**config.mk**
```make
export PLATFORM = sky130hd
export DESIGN_NAME = motion_status_query_reply
export DESIGN_NICKNAME = d
export VERILOG_FILES = /design/src/design/status_reply_pkg.sv /design/src/design/reply_serializer.sv /design/src/design/motion_status_query_reply.sv
export VERILOG_INCLUDE_DIRS = /design/src /design/src/design
export SDC_FILE = /design/constraint.sdc
export NUM_CORES = 1
export LEC_CHECK = 0
export BUFFER_PORTS_ARGS = -buffer_cell sky130_fd_sc_hd__buf_2
export CORE_MARGIN = 3
export CORE_UTILIZATION = 59
export DETAILED_ROUTE_END_ITERATION = 10
export PLACE_DENSITY = 0.95
export SLEW_MARGIN = 20
export SYNTH_ARGS = -nofsm -noshare
export SYNTH_HDL_FRONTEND = slang
export SYNTH_SLANG_ARGS = --single-unit
export TNS_END_PERCENT = 5
```
**constraint.sdc**
```tcl
create_clock -name pclk -period 8.2 [get_ports pclk]
set_input_delay 1.23 -clock pclk [delete_from_list [all_inputs] [get_ports pclk]]
set_output_delay 1.23 -clock pclk [all_outputs]
set_load 0.1 [all_outputs]
```
**src/design/status_reply_regs.svh**
```systemverilog
// register offsets, field positions and link constants of the status
// query responder; definitions only, included by bare name
`ifndef STATUS_REPLY_REGS_SVH
`define STATUS_REPLY_REGS_SVH

// command code of the status query, little-endian on the link
`define STATUS_CMD_CODE 32'h73746567
// query is four bytes, reply is 54 bytes
`define QUERY_LAST_IDX 2'h3
`define REPLY_LAST_IDX 6'h35
// bytes of live fields; the rest of the reply is sent as zero
`define PAYLOAD_LEN 6'h2B
`define PAYLOAD_BITS 344
`define REPLY_BYTES 7'h36
// bit offsets of reply bytes inside the packed payload
`define PAY_MOTION_LSB 32
`define PAY_MVCMD_LSB 40
`define PAY_WIND_LSB 64
`define PAY_WIND_B_LSB 68
`define PAY_FLAGS_LSB 312

// apb register byte offsets
`define OFF_CTRL 12'h000
`define OFF_IRQ_STATUS 12'h004
`define OFF_IRQ_MASK 12'h008
`define OFF_STATUS 12'h00C
`define OFF_REPLY_COUNT 12'h010

// reset values
`define CTRL_RESET 32'h0000_0001
`define IRQ_MASK_RESET 4'h0

// control register bits
`define CTRL_ENABLE_BIT 0

// sticky event bits, low three match the reply flag word
`define EV_UNKNOWN_CMD 0
`define EV_CHECKSUM_BAD 1
`define EV_VALUE_FIXED 2
`define EV_REPLY_SENT 3
`define EV_WIDTH 4
`define CTRL_ERR_WIDTH 3

// motion-state byte bits
`define MOT_ACTIVE_BIT 0
`define MOT_TARGET_BIT 1
`define MOT_BACKLASH_BIT 2
// move-command byte bits
`define MV_ERROR_BIT 6
`define MV_RUNNING_BIT 7

`endif

```
**src/design/status_reply_pkg.sv**
```systemverilog
// types shared by the status query responder and its serializer
// assumes the offsets and bit positions of status_reply_regs.svh
package status_reply_pkg;

	typedef logic [7:0] byte_t;

	// current or last move command, low six bits of the byte
	typedef enum logic [5:0] {
		mv_unknown = 6'h00,
		mv_absolute = 6'h01,
		mv_relative = 6'h02,
		mv_left = 6'h03,
		mv_right = 6'h04,
		mv_stop = 6'h05,
		mv_home = 6'h06,
		mv_loft = 6'h07,
		mv_soft_stop = 6'h08
	} move_cmd_t;

	typedef enum logic [7:0] {
		pwr_unknown = 8'h00,
		pwr_off = 8'h01,
		pwr_nominal = 8'h03,
		pwr_reduced = 8'h04,
		pwr_maximum = 8'h05
	} pwr_state_t;

	typedef enum logic [7:0] {
		enc_absent = 8'h00,
		enc_unknown = 8'h01,
		enc_malfunction = 8'h02,
		enc_reversed = 8'h03,
		enc_ok = 8'h04
	} enc_state_t;

	// one winding; B is shifted into the high nibble
	typedef enum logic [3:0] {
		wind_absent = 4'h0,
		wind_unknown = 4'h1,
		wind_shorted = 4'h2,
		wind_ok = 4'h3
	} wind_state_t;

	typedef enum {ser_idle, ser_send} ser_state_t;

endpackage

```
**src/design/reply_serializer.sv**
```systemverilog
// byte serializer of the 54-byte status reply
// assumes a payload that stays stable while busy is high
`timescale 1ns/100ps
`include "status_reply_regs.svh"

module reply_serializer (
	// clock and reset
	input wire logic pclk,
	input wire logic presetn,
	// request from the interpreter
	input wire logic start,
	input wire logic [`PAYLOAD_BITS-1:0] payload,
	output logic busy,
	output logic done,
	// byte stream toward the host
	output logic tx_valid,
	input wire logic tx_ready,
	output logic [7:0] tx_data
);

	status_reply_pkg::ser_state_t state_q;
	logic [5:0] idx_q;
	logic [7:0] tx_data_q;
	logic done_q;

	// bytes past the live fields go out as zero
	function automatic status_reply_pkg::byte_t pick(
			input logic [`PAYLOAD_BITS-1:0] p, input logic [5:0] i);
		status_reply_pkg::byte_t b;
		b = 8'h00;
		if (i < `PAYLOAD_LEN) begin
			b = p[{i, 3'h0} +: 8];
		end
		return b;
	endfunction

	always_ff @(posedge pclk or negedge presetn) begin
		if (!presetn) begin
			state_q <= status_reply_pkg::ser_idle;
			idx_q <= 6'h00;
			tx_data_q <= 8'h00;
			done_q <= 1'b0;
		end else begin
			done_q <= 1'b0;
			case (state_q)
				status_reply_pkg::ser_idle: begin
					if (start) begin
						state_q <= status_reply_pkg::ser_send;
						idx_q <= 6'h00;
						tx_data_q <= pick(payload, 6'h00);
					end
				end
				status_reply_pkg::ser_send: begin
					if (tx_ready) begin
						if (idx_q == `REPLY_LAST_IDX) begin
							state_q <= status_reply_pkg::ser_idle;
							done_q <= 1'b1;
						end else begin
							idx_q <= idx_q + 6'h01;
							tx_data_q <= pick(payload, idx_q + 6'h01);
						end
					end
				end
				default: begin
					state_q <= status_reply_pkg::ser_idle;
				end
			endcase
		end
	end

	assign busy = (state_q == status_reply_pkg::ser_send);
	assign tx_valid = busy;
	assign tx_data = tx_data_q;
	assign done = done_q;
endmodule

```
**src/design/motion_status_query_reply.sv**
```systemverilog
// status query responder: takes 4-byte queries, answers with 54 bytes
// assumes status inputs from the motion core are synchronous to pclk
//
// Operation
// - host sends 4-byte status code; device answers 54 bytes echoing it
// - motion-state bit 0x1 set while the motor is being driven
// - bit 0x2 on target speed reached; bit 0x4 during backlash motion
// - low six bits of move-command byte name the current or last move
// - move-command bit 0x40 marks a move that ended in error
// - move-command bit 0x80 high while a move command runs
// - winding power state reported as one of five stepper codes
// - encoder state reported as one of five codes
// - low nibble of winding byte gives winding A state
// - high nibble of winding byte gives winding B state
// - signed whole, microstep and 64-bit encoder positions reported
// - signed whole speed and signed fractional speed reported
// - currents, voltages and temperature reported as signed 16-bit
// - flag word low six bits are controller errors; 0x1 unknown command (only the low three bits are driven here)
// - flag 0x2 set when a command's checksum does not match
// - flag 0x4 set when command values were corrected into range
//
// Design decisions made here: register access over APB and the register offsets.
`timescale 1ns/100ps
`include "status_reply_regs.svh"

module motion_status_query_reply (
	// clock and reset
	input wire logic pclk,
	input wire logic presetn,
	// apb slave
	input wire logic psel,
	input wire logic penable,
	input wire logic pwrite,
	input wire logic [11:0] paddr,
	input wire logic [31:0] pwdata,
	output logic [31:0] prdata,
	output logic pready,
	output logic pslverr,
	// query byte stream from the host
	input wire logic rx_valid,
	output logic rx_ready,
	input wire logic [7:0] rx_data,
	// reply byte stream to the host
	output logic tx_valid,
	input wire logic tx_ready,
	output logic [7:0] tx_data,
	// error events from the command front end
	input wire logic checksum_mismatch_flag,
	input wire logic value_corrected_flag,
	// motion state
	input wire logic motion_active_flag,
	input wire logic target_speed_flag,
	input wire logic backlash_comp_flag,
	input wire status_reply_pkg::move_cmd_t move_command_id_field,
	input wire logic move_finished_with_error_bit,
	input wire logic move_command_running_bit,
	input wire status_reply_pkg::pwr_state_t winding_power_state,
	input wire status_reply_pkg::enc_state_t encoder_state,
	input wire status_reply_pkg::wind_state_t winding_a_state,
	input wire status_reply_pkg::wind_state_t winding_b_state,
	// positions and speed
	input wire logic signed [31:0] whole_position,
	input wire logic signed [15:0] microstep_position,
	input wire logic signed [63:0] encoder_position,
	input wire logic signed [31:0] whole_speed,
	input wire logic signed [15:0] fractional_speed,
	// electrical measurements
	input wire logic signed [15:0] engine_current,
	input wire logic signed [15:0] supply_voltage,
	input wire logic signed [15:0] usb_current,
	input wire logic signed [15:0] usb_voltage,
	input wire logic signed [15:0] temperature_reading,
	// interrupt
	output logic irq
);

	logic [31:0] ctrl_q;
	logic [`EV_WIDTH-1:0] irq_status_q;
	logic [`EV_WIDTH-1:0] irq_mask_q;
	logic [15:0] reply_count_q;
	logic [31:0] prdata_q;
	logic [31:0] query_q;
	logic [1:0] rx_cnt_q;
	logic start_q;
	logic [`PAYLOAD_BITS-1:0] snap_q;
	logic ser_busy;
	logic ser_done;
	logic rx_take;
	logic last_byte;
	logic [31:0] query_word;
	logic query_match;
	logic query_unknown;
	logic apb_setup;
	logic apb_write;
	logic addr_ok;
	logic [`EV_WIDTH-1:0] ev_set;
	logic [`EV_WIDTH-1:0] ev_clr;

	// reply fields in listed order; concatenation puts the low byte last
	function automatic logic [`PAYLOAD_BITS-1:0] pack_reply(
			input logic [`CTRL_ERR_WIDTH-1:0] errs);
		logic [7:0] motion;
		logic [7:0] mvcmd;
		logic [7:0] wind;
		logic [31:0] flags;
		motion = 8'h00;
		motion[`MOT_ACTIVE_BIT] = motion_active_flag;
		motion[`MOT_TARGET_BIT] = target_speed_flag;
		motion[`MOT_BACKLASH_BIT] = backlash_comp_flag;
		mvcmd = {2'h0, move_command_id_field};
		mvcmd[`MV_ERROR_BIT] = move_finished_with_error_bit;
		mvcmd[`MV_RUNNING_BIT] = move_command_running_bit;
		wind = {winding_b_state, winding_a_state};
		flags = 32'h0000_0000;
		flags[`CTRL_ERR_WIDTH-1:0] = errs;
		pack_reply = {flags, temperature_reading, usb_voltage,
			usb_current, supply_voltage, engine_current,
			fractional_speed, whole_speed,
			encoder_position, microstep_position, whole_position,
			wind, encoder_state, winding_power_state,
			mvcmd, motion, `STATUS_CMD_CODE};
	endfunction

	function automatic logic known_offset(input logic [11:0] a);
		known_offset = (a == `OFF_CTRL) || (a == `OFF_IRQ_STATUS) ||
			(a == `OFF_IRQ_MASK) || (a == `OFF_STATUS) ||
			(a == `OFF_REPLY_COUNT);
	endfunction

	// query side: one byte a cycle, low byte first
	// a stall while replying keeps queries from overlapping replies
	assign rx_ready = ctrl_q[`CTRL_ENABLE_BIT] && !ser_busy && !start_q;
	assign rx_take = rx_valid && rx_ready;
	assign last_byte = rx_take && (rx_cnt_q == `QUERY_LAST_IDX);
	assign query_word = {rx_data, query_q[31:8]};
	assign query_match = last_byte && (query_word == `STATUS_CMD_CODE);
	assign query_unknown = last_byte && (query_word != `STATUS_CMD_CODE);

	always_ff @(posedge pclk or negedge presetn) begin
		if (!presetn) begin
			query_q <= 32'h0000_0000;
			rx_cnt_q <= 2'h0;
		end else if (rx_take) begin
			query_q <= query_word;
			rx_cnt_q <= rx_cnt_q + 2'h1;
		end
	end

	// snapshot freezes every field at once so the reply is coherent
	always_ff @(posedge pclk or negedge presetn) begin
		if (!presetn) begin
			start_q <= 1'b0;
			snap_q <= '0;
		end else begin
			start_q <= query_match;
			if (query_match) begin
				snap_q <= pack_reply(irq_status_q[`CTRL_ERR_WIDTH-1:0]);
			end
		end
	end

	reply_serializer u_ser (
		.pclk(pclk),
		.presetn(presetn),
		.start(start_q),
		.payload(snap_q),
		.busy(ser_busy),
		.done(ser_done),
		.tx_valid(tx_valid),
		.tx_ready(tx_ready),
		.tx_data(tx_data)
	);

	// apb: zero wait states, read data latched in the setup cycle
	assign apb_setup = psel && !penable;
	assign apb_write = psel && penable && pwrite;
	assign addr_ok = known_offset(paddr);
	assign pready = 1'b1;
	assign pslverr = psel && penable && !addr_ok;
	assign prdata = prdata_q;

	always_ff @(posedge pclk or negedge presetn) begin
		if (!presetn) begin
			prdata_q <= 32'h0000_0000;
		end else if (apb_setup && !pwrite) begin
			case (paddr)
				`OFF_CTRL: begin
					prdata_q <= ctrl_q;
				end
				`OFF_IRQ_STATUS: begin
					prdata_q <= {28'h0, irq_status_q};
				end
				`OFF_IRQ_MASK: begin
					prdata_q <= {28'h0, irq_mask_q};
				end
				`OFF_STATUS: begin
					prdata_q <= {29'h0, rx_cnt_q, ser_busy};
				end
				`OFF_REPLY_COUNT: begin
					prdata_q <= {16'h0, reply_count_q};
				end
				default: begin
					prdata_q <= 32'h0000_0000;
				end
			endcase
		end
	end

	always_ff @(posedge pclk or negedge presetn) begin
		if (!presetn) begin
			ctrl_q <= `CTRL_RESET;
		end else if (apb_write && paddr == `OFF_CTRL) begin
			ctrl_q <= {31'h0, pwdata[`CTRL_ENABLE_BIT]};
		end
	end

	always_ff @(posedge pclk or negedge presetn) begin
		if (!presetn) begin
			irq_mask_q <= `IRQ_MASK_RESET;
		end else if (apb_write && paddr == `OFF_IRQ_MASK) begin
			irq_mask_q <= pwdata[`EV_WIDTH-1:0];
		end
	end

	// sticky events; a set in the clearing cycle wins
	always_comb begin
		ev_set = '0;
		ev_set[`EV_UNKNOWN_CMD] = query_unknown;
		ev_set[`EV_CHECKSUM_BAD] = checksum_mismatch_flag;
		ev_set[`EV_VALUE_FIXED] = value_corrected_flag;
		ev_set[`EV_REPLY_SENT] = ser_done;
		ev_clr = '0;
		if (apb_write && paddr == `OFF_IRQ_STATUS) begin
			ev_clr = pwdata[`EV_WIDTH-1:0];
		end
	end

	always_ff @(posedge pclk or negedge presetn) begin
		if (!presetn) begin
			irq_status_q <= '0;
		end else begin
			irq_status_q <= (irq_status_q & ~ev_clr) | ev_set;
		end
	end

	always_ff @(posedge pclk or negedge presetn) begin
		if (!presetn) begin
			reply_count_q <= 16'h0000;
		end else if (ser_done) begin
			reply_count_q <= reply_count_q + 16'h0001;
		end
	end

	assign irq = |(irq_status_q & irq_mask_q);

	// checking helpers: bytes handed over in the current reply
	logic [6:0] sent_cnt_q;
	always_ff @(posedge pclk or negedge presetn) begin
		if (!presetn) begin
			sent_cnt_q <= 7'h00;
		end else if (start_q) begin
			sent_cnt_q <= 7'h00;
		end else if (tx_valid && tx_ready) begin
			sent_cnt_q <= sent_cnt_q + 7'h01;
		end
	end
endmodule

```
==> impl_metrics.py, run 1 <==
metrics = {
    "placement": {
        "preCtsSetupSlack_ns": 4.03,
        "port_buffers": 335,
        "dpl.hpwl_um": 31500,
        "gp_congestion": 0.870,
    },
    "worst_setup_path": {
        "cp_slowest_cell": "or4_4",
        "crit_top_cell": "buf_2",
        "r2r_setup_slack_ns": 4.14,
        "r2r_end": "u_ser.tx_data[4]",
        "crit_path_end_kind": "output port",
        "crit_required_ns": 6.97,
        "crit_path_start_kind": "input port",
        "critPathTopFamily": "simple AND/OR/NAND/NOR gates",
        "path_class": "input port to output port",
        "reg2reg_from": "u_ser.idx_q[0]",
        "cp.depth": 5,
        "critical_path_buf_inv_count": 2,
        "ff2ff_path_depth": 8,
        "cpPeakStageDelay_ns": 0.56,
        "cp_max_fo": 6,
        "crit_arrival_ns": 2.93,
        "worstPathCellList": "buf_2 > or4_4 > nor4_4 > nor3_1 > buf_2",
    },
    "finish": {
        "drive_gt1_frac": 0.530,
        "syn_to_final_growth_pct": 17.7,
        "final_nets": 1817,
        "antenna_cells": 0,
        "fin_util": 0.710,
        "final_cell_mix": "dfrtp_1 (361), buf_2 (334), mux2_4 (198), mux2_2 (120), nand2_1 (84)",
        "fillers": 1800,
        "final_common_cell": "dfrtp_1",
    },
    "global_routing": {
        "grt-ovfl-total": 0,
        "grt_pass1_wl_um": 69100,
        "grt_pass1_vias": 12100,
        "grt_max_degree": 177,
        "groute.usage.overall": 0.284,
        "antenna_found_initial": 1,
    },
    "flow_run": {
        "cap_violations": 0,
    },
    "timing": {
        "fin_crit_ns": 4.16,
        "hold_viol": 0,
        "setup_ws_ns": 4.04,
        "finClkSkew_ns": 0.0100,
        "fin_crit_sh": 0.508,
        "worst_pin_slew_ns": 0.966,
        "tns_ns": 0,
        "setup_violations": 0,
        "max_freq_mhz": 240,
        "slew_headroom": 0.356,
        "rsz0062_at_grt": "no",
        "whs_ns": 0.461,
        "slew_viol_final": 0,
    },
    "clock_tree": {
        "cts_tree": "yes",
        "root_buffer": "clkbuf_16",
        "cts.path.max_buffers": 3,
        "htreeDepth": 2,
        "clk_latency_ns": 0.51,
        "cts-hold-fix-buffers": 0,
        "cts_inserted_buffers": 39,
        "cts_setup_buffers": 0,
        "cts.sinks": 363,
        "cts_resized": 0,
        "clk_pin_slew_ns": 0.06,
    },
    "pwr": {
        "power_frac_clock": 0.377,
        "p_seq_frac": 0.405,
        "p_sw_mw": 1.46,
        "p_per_area_nw_per_um2": 226,
        "leakage_nw": 10.9,
        "internal-power_mw": 3.17,
        "ir_drop_mv": 0.171,
        "combPwrFrac": 0.218,
        "switching_share": 0.315,
    },
    "logic_synthesis": {
        "syn_area_um2": 17400,
        "synth_edf_count": 0,
        "yosys.area_share.simple": 0.0604,
        "synth_top_family_by_area": "multiplexers",
        "ys_types": 60,
        "async_flop_share": 1.00,
        "synth_warnings": 0,
        "synthXorXnorAreaFrac": 0.0116,
        "synth_mux_area_frac": 0.336,
        "synth_compound_area_frac": 0.0304,
        "synthCells": 1159,
        "ys_ff_latch": 363,
        "syn_area_per_cell_um2": 15.0,
        "synth-seq-area-share": 0.522,
        "synth_ff_type": "dfrtp_1",
        "synth_fa_ha_area_frac": 0.00360,
    },
    "floorplanning": {
        "ios": 381,
        "dieArea_um2": 31600,
        "chipHeight_um": 178,
        "die_x_um": 178,
        "start_util": 0.603,
        "core.rowCount": 62,
        "core_um2": 28900,
    },
    "hold_path": {
        "min-delay-path-class": "register to register",
        "holdPathStages": 2,
        "holdPathEnd": "prdata[6]",
        "hold_start": "prdata[6]",
    },
    "route": {
        "vias": 11200,
        "viasPerCell": 5.91,
        "drtIter0Drc": 956,
        "dr.pass1.iters": 7,
        "wl_um": 44700,
        "drc": 0,
        "wl_per_cell_um": 23.7,
        "ant_nets": 0,
    },
    "outcome": {
        "outcome": "complete, no violations",
    },
}
layout make-up:
class | count | area [µm²] | share of cell area
inverters | 4 | 15.0 | 0.000733
clock inverters | 6 | 65.1 | 0.00318
flip-flops and latches | 363 | 9090 | 0.444
multi-input cells | 723 | 7810 | 0.381
repair buffers | 345 | 1800 | 0.0879
clock buffers | 63 | 1220 | 0.0595
well taps | 384 | 480 | 0.0235
cells by family (layout without fill, tap and decap cells):
| kind of cell | Yosys count | after routing |
|---|---|---|
| AO/OA/AOI/OAI | 73 | 73 |
| XOR/XNOR | 23 | 23 |
| adder cells (fa/ha/maj) | 5 | 5 |
| buffers and inverters | 88 | 418 |
| flip-flops | 363 | 363 |
| multiplexers | 394 | 394 |
| other | 2 | 17 |
| AND/OR/NAND/NOR | 211 | 211 |
power by group through the flow:
stage / Combinational, mW / Sequential (mW) / Clock (mW)
CTS: 1.02 / 1.88 / 1.77
global route: 1.08 / 1.88 / 1.84
floorplan: 0.511 / 2.04 / 0
detailed placement: 1.02 / 1.91 / 0
finish: 1.01 / 1.88 / 1.75
global placement: 1.00 / 1.91 / 0
state kept, by name, summed over array words and instances (netlist names), 2 cells and up:
signal	count
irq_status_q	4
prdata	16
reply_count_q	16
irq_mask_q	4
rx_cnt_q	2
u_ser.tx_data	8
query_q	24
snap_q	279
u_ser.idx_q	6
worst max-delay path by stage:
stage | end | slack [ns] | startpoint
after floorplan | pslverr | 3.28 | paddr[5]
after global placement | pslverr | 4.06 | paddr[11]
after detailed placement | pslverr | 4.03 | paddr[11]
after CTS | pslverr | 4.02 | paddr[11]
after global routing | u_ser.tx_data[4] | 3.86 | u_ser.idx_q[0]
final | pslverr | 4.04 | paddr[11]
worst reg2reg max path: cells and delay by family, from the launching register on:
kind	cells	cell delay [ns]
adder cells (fa/ha/maj)	1	0.85
AO/OA/AOI/OAI	3	0.62
multiplexers	2	0.72
buffers and inverters	2	0.78
flip-flops	1	0.94
per-stage QoR:
step           power [mW]  instance area [µm²]  std cells
3_5_place_dp         2.93                19200       1819
6_report             4.63                20500       1888
4_1_cts              4.66                20500       1888
3_3_place_gp         2.91                19200       1819
2_1_floorplan        2.56                17400       1174
5_1_grt              4.80                20500       1888
metal layers:
layer  track usage  routed length, µm  vias up  part of all wire
met5             0                 18        -           0.00040
met1         0.362              17500     5729              0.39
met3        0.0614               3160       92             0.071
li1              -                  -     4862                 -
met2         0.491              22600      477              0.51
met4        0.0831               1390        2             0.031
cell usage after synthesis (6+ instances only):
library cell  number  share of area
o21ai_0           18         0.0052
clkbuf_1          14         0.0030
nand2_1           84          0.018
and3_1             6         0.0022
nor2_1            42         0.0091
buf_6             22          0.014
buf_2             21         0.0060
xor2_1            10         0.0050
nand4_1            9         0.0032
dfrtp_1          362           0.52
buf_4             22         0.0095
xnor2_1           13         0.0065
nor3_1             6         0.0017
a21oi_1            6         0.0017
mux4_2            61          0.079
mux2_4           198           0.17
mux2_2           120          0.078
mux2i_1           15         0.0086
nand3_1           35          0.010
a221oi_1          10         0.0050
No activity file was read; power rests on OpenSTA's default activity.
==> run 2: changes to the inputs <==
--- a/config.mk
+++ b/config.mk
@@ -6,11 +6,12 @@
 export SDC_FILE = /design/constraint.sdc
 export NUM_CORES = 1
 export LEC_CHECK = 0
+export ABC_AREA = 1
 export BUFFER_PORTS_ARGS = -buffer_cell sky130_fd_sc_hd__buf_2
 export CORE_MARGIN = 3
-export CORE_UTILIZATION = 59
+export CORE_UTILIZATION = 55
 export DETAILED_ROUTE_END_ITERATION = 10
-export PLACE_DENSITY = 0.95
+export PLACE_DENSITY = 0.9
 export SLEW_MARGIN = 20
 export SYNTH_ARGS = -nofsm -noshare
 export SYNTH_HDL_FRONTEND = slang
==> constraint.sdc (replaced) <==
create_clock -name pclk -period 4 [get_ports pclk]
set_input_delay 0.6 -clock pclk [delete_from_list [all_inputs] [get_ports pclk]]
set_output_delay 0.6 -clock pclk [all_outputs]
set_load 0.1 [all_outputs]
==> impl_metrics.py, run 2 <==
metrics = {
    "outcome": {
        "outcome": "complete, no violations",
    },
    "logic_synthesis": {
        "ys_ff_latch": 363,
        "synth-seq-area-share": 0.536,
        "synth_top_area_cell": "dfrtp_1",
        "synthCells": 2149,
        "synth_warnings": 0,
        "syn_area_per_cell_um2": 7.88,
        "synth_edf_count": 0,
        "async_flop_share": 1.00,
        "ys_types": 39,
        "syn_area_um2": 16900,
        "synth_ff_type": "dfrtp_1",
        "yosysTopAreaCellShare": 0.535,
        "synth_most_common_cell": "nand2_1",
        "ys_top_cells_by_area": "dfrtp_1 (53%), nand2_1 (22%), o21ai_0 (5.2%)",
        "yosys-top-cells-count": "nand2_1 (973), dfrtp_1 (362), o21ai_0 (177), inv_1 (136), nand3_1 (98)",
    },
    "floorplanning": {
        "chipHeight_um": 181,
        "dieArea_um2": 32900,
        "ios": 381,
        "die_x_um": 181,
        "core_um2": 30000,
        "core.rowCount": 63,
        "start_util": 0.565,
    },
    "flow_run": {
        "cap_violations": 0,
    },
    "clock_tree": {
        "cts.path.max_buffers": 3,
        "cts_setup_buffers": 0,
        "htreeDepth": 2,
        "clk_latency_ns": 0.52,
        "cts_inserted_buffers": 39,
        "cts.sinks": 363,
        "cts_tree": "yes",
        "cts_resized": 0,
        "clk_pin_slew_ns": 0.06,
        "cts-hold-fix-buffers": 0,
        "root_buffer": "clkbuf_16",
    },
    "route": {
        "vias": 15900,
        "dr.pass1.iters": 5,
        "drtIter0Drc": 1674,
        "drc": 0,
        "viasPerCell": 5.58,
        "ant_nets": 0,
        "wl_per_cell_um": 17.7,
        "wl_um": 50400,
    },
    "pwr": {
        "leakage_nw": 10.8,
        "power_mw": 7.87,
        "ir_drop_mv": 0.320,
        "p_per_area_nw_per_um2": 391,
    },
    "finish": {
        "final_nets": 2766,
        "drive_gt1_frac": 0.181,
        "largest-register": "snap_q",
        "final_area_um2": 20100,
        "syn_to_final_growth_pct": 18.8,
        "largestRegisters": "snap_q: 279 flops, query_q: 24 flops",
        "final_common_cell": "nand2_1",
        "final_cell_mix": "nand2_1 (970), dfrtp_1 (361), buf_2 (334), o21ai_0 (177), inv_1 (135)",
        "largest_reg_flops": 279,
    },
    "timing": {
        "fin_crit_ns": 3.08,
        "hold_viol": 0,
        "worst_pin_slew_ns": 1.03,
        "tns_ns": 0,
        "rsz0062_at_grt": "no",
        "setup_violations": 0,
        "slew_viol_final": 0,
        "finClkSkew_ns": 0.0178,
        "max_freq_mhz": 325,
        "setup_ws_ns": 0.919,
        "fin_crit_sh": 0.770,
        "slew_headroom": 0.311,
    },
    "worst_setup_path": {
        "critPathCapture": "u_ser.tx_data[3]",
        "setup.worst_path.start": "u_ser.idx_q[0]",
        "r2r_end": "u_ser.tx_data[3]",
        "reg2reg_from": "u_ser.idx_q[0]",
        "cp_slowest_cell": "buf_4",
        "crit_path_start_kind": "register",
        "crit_required_ns": 4.40,
        "r2r_setup_slack_ns": 0.92,
        "crit_arrival_ns": 3.48,
        "crit_top_cell": "nand2_1",
        "cpPeakStageDelay_ns": 0.71,
        "cp.depth": 11,
        "crit_path_end_kind": "register",
        "critical_path_buf_inv_count": 2,
        "cp_max_fo": 78,
        "worstPathCellList": "buf_4 > nand2_2 > buf_4 > o22ai_1 > o21ai_0 > nand3_1 > nand2_1 > nand3_1 > nand2_1 > nand2_1 > nand2_1",
        "ff2ff_path_depth": 11,
        "critPathTopFamily": "buffers and inverters",
        "path_class": "register to register",
    },
    "placement": {
        "preCtsSetupSlack_ns": 0.989,
        "gp_congestion": 0.899,
        "placed_area_um2": 18800,
        "port_buffers": 335,
        "dpl.hpwl_um": 33900,
    },
    "hold_path": {
        "min-delay-path-class": "input port to asynchronous set/reset pin",
    },
    "global_routing": {
        "grt_pass1_wl_um": 79800,
        "groute.usage.overall": 0.299,
        "grt-ovfl-total": 0,
        "antenna_found_initial": 4,
        "grt_max_degree": 205,
        "grt_pass1_vias": 15600,
    },
}
-- run 2: changes by cell type in the layout (fill, tap and decap cells not counted), sizes merged, moves of 25 or more --
cell and change:
nor2 +25, mux4 -61, nand3 +64, a21oi +47, o21ai +159, inv +138, mux2 -313, nand2 +889
-- run 2: report_power, final --
part           leakage [nW]  total (mW)  switching, mW  internal, mW
sequential             4.57        3.68        0.00278          3.68
combinational          5.60       0.358          0.238         0.120
clock                 0.668        3.84           1.47          2.36
total                  10.8        7.87           1.71          6.16
-- run 2: cell families (layout without fill, tap and decap cells) --
logic type / after synthesis / count (layout) / share of synthesized area
and+or+nand+nor: 1173 / 1173 / 0.273
DFF: 363 / 363 / 0.536
AOI/OAI and AO/OA: 304 / 304 / 0.100
buffers and inverters: 279 / 567 / 0.0726
xor gates and xnor gates: 18 / 18 / 0.00975
adders and majority gates: 5 / 5 / 0.00369
muxes: 5 / 5 / 0.00332
other: 2 / 19 / 0.000443
-- run 2: worst min-delay path by stage --
| stage | start | to | slack (ns) | depth (start not counted) |
|---|---|---|---|---|
| finish | presetn | snap_q[269] | 0.14 | 1 |
| global route | presetn | snap_q[269] | 0.20 | 1 |
| CTS | presetn | snap_q[260] | 0.18 | 1 |
| detailed placement | snap_q[291] | snap_q[291] | 0.46 | 2 |
| global placement | reply_count_q[13] | reply_count_q[13] | 0.46 | 1 |
| floorplan | presetn | irq_mask_q[0] | 0.30 | 0 |
-- run 2: routing by layer --
metal	GRT usage	vias up	wire [µm]
li1	-	7328	-
met1	0.404	7500	19900
met2	0.493	884	23900
met3	0.0461	151	4500
met4	0.114	0	2060
met5	0	-	0
-- run 2: through the flow --
step,util,instances,hold WS (ns)
detailed placement,0.626,2774,0.460
global route,0.672,2844,0.203
global placement,0.626,2774,0.455
floorplan,-,2164,0.304
CTS,0.672,2842,0.178
finish,0.672,2844,0.143
-- run 2: layout make-up --
class	instances	area, µm²
Fill cell	2320	9830
Sequential cell	363	9090
Multi-Input combinational cell	1522	6700
Timing Repair Buffer	355	1920
Clock buffer	58	1180
Inverter	144	548
Tap cell	390	488
Clock inverter	10	184
Antenna cell	2	5.00
-- run 2: worst reg2reg max path: stages (launching register included) --
cell and delay, ns:
dfrtp_4 0.42, buf_4 0.71, nand2_2 0.49, buf_4 0.39
o22ai_1 0.22, o21ai_0 0.18, nand3_1 0.17, nand2_1 0.06
nand3_1 0.17, nand2_1 0.07, nand2_1 0.06, nand2_1 0.05
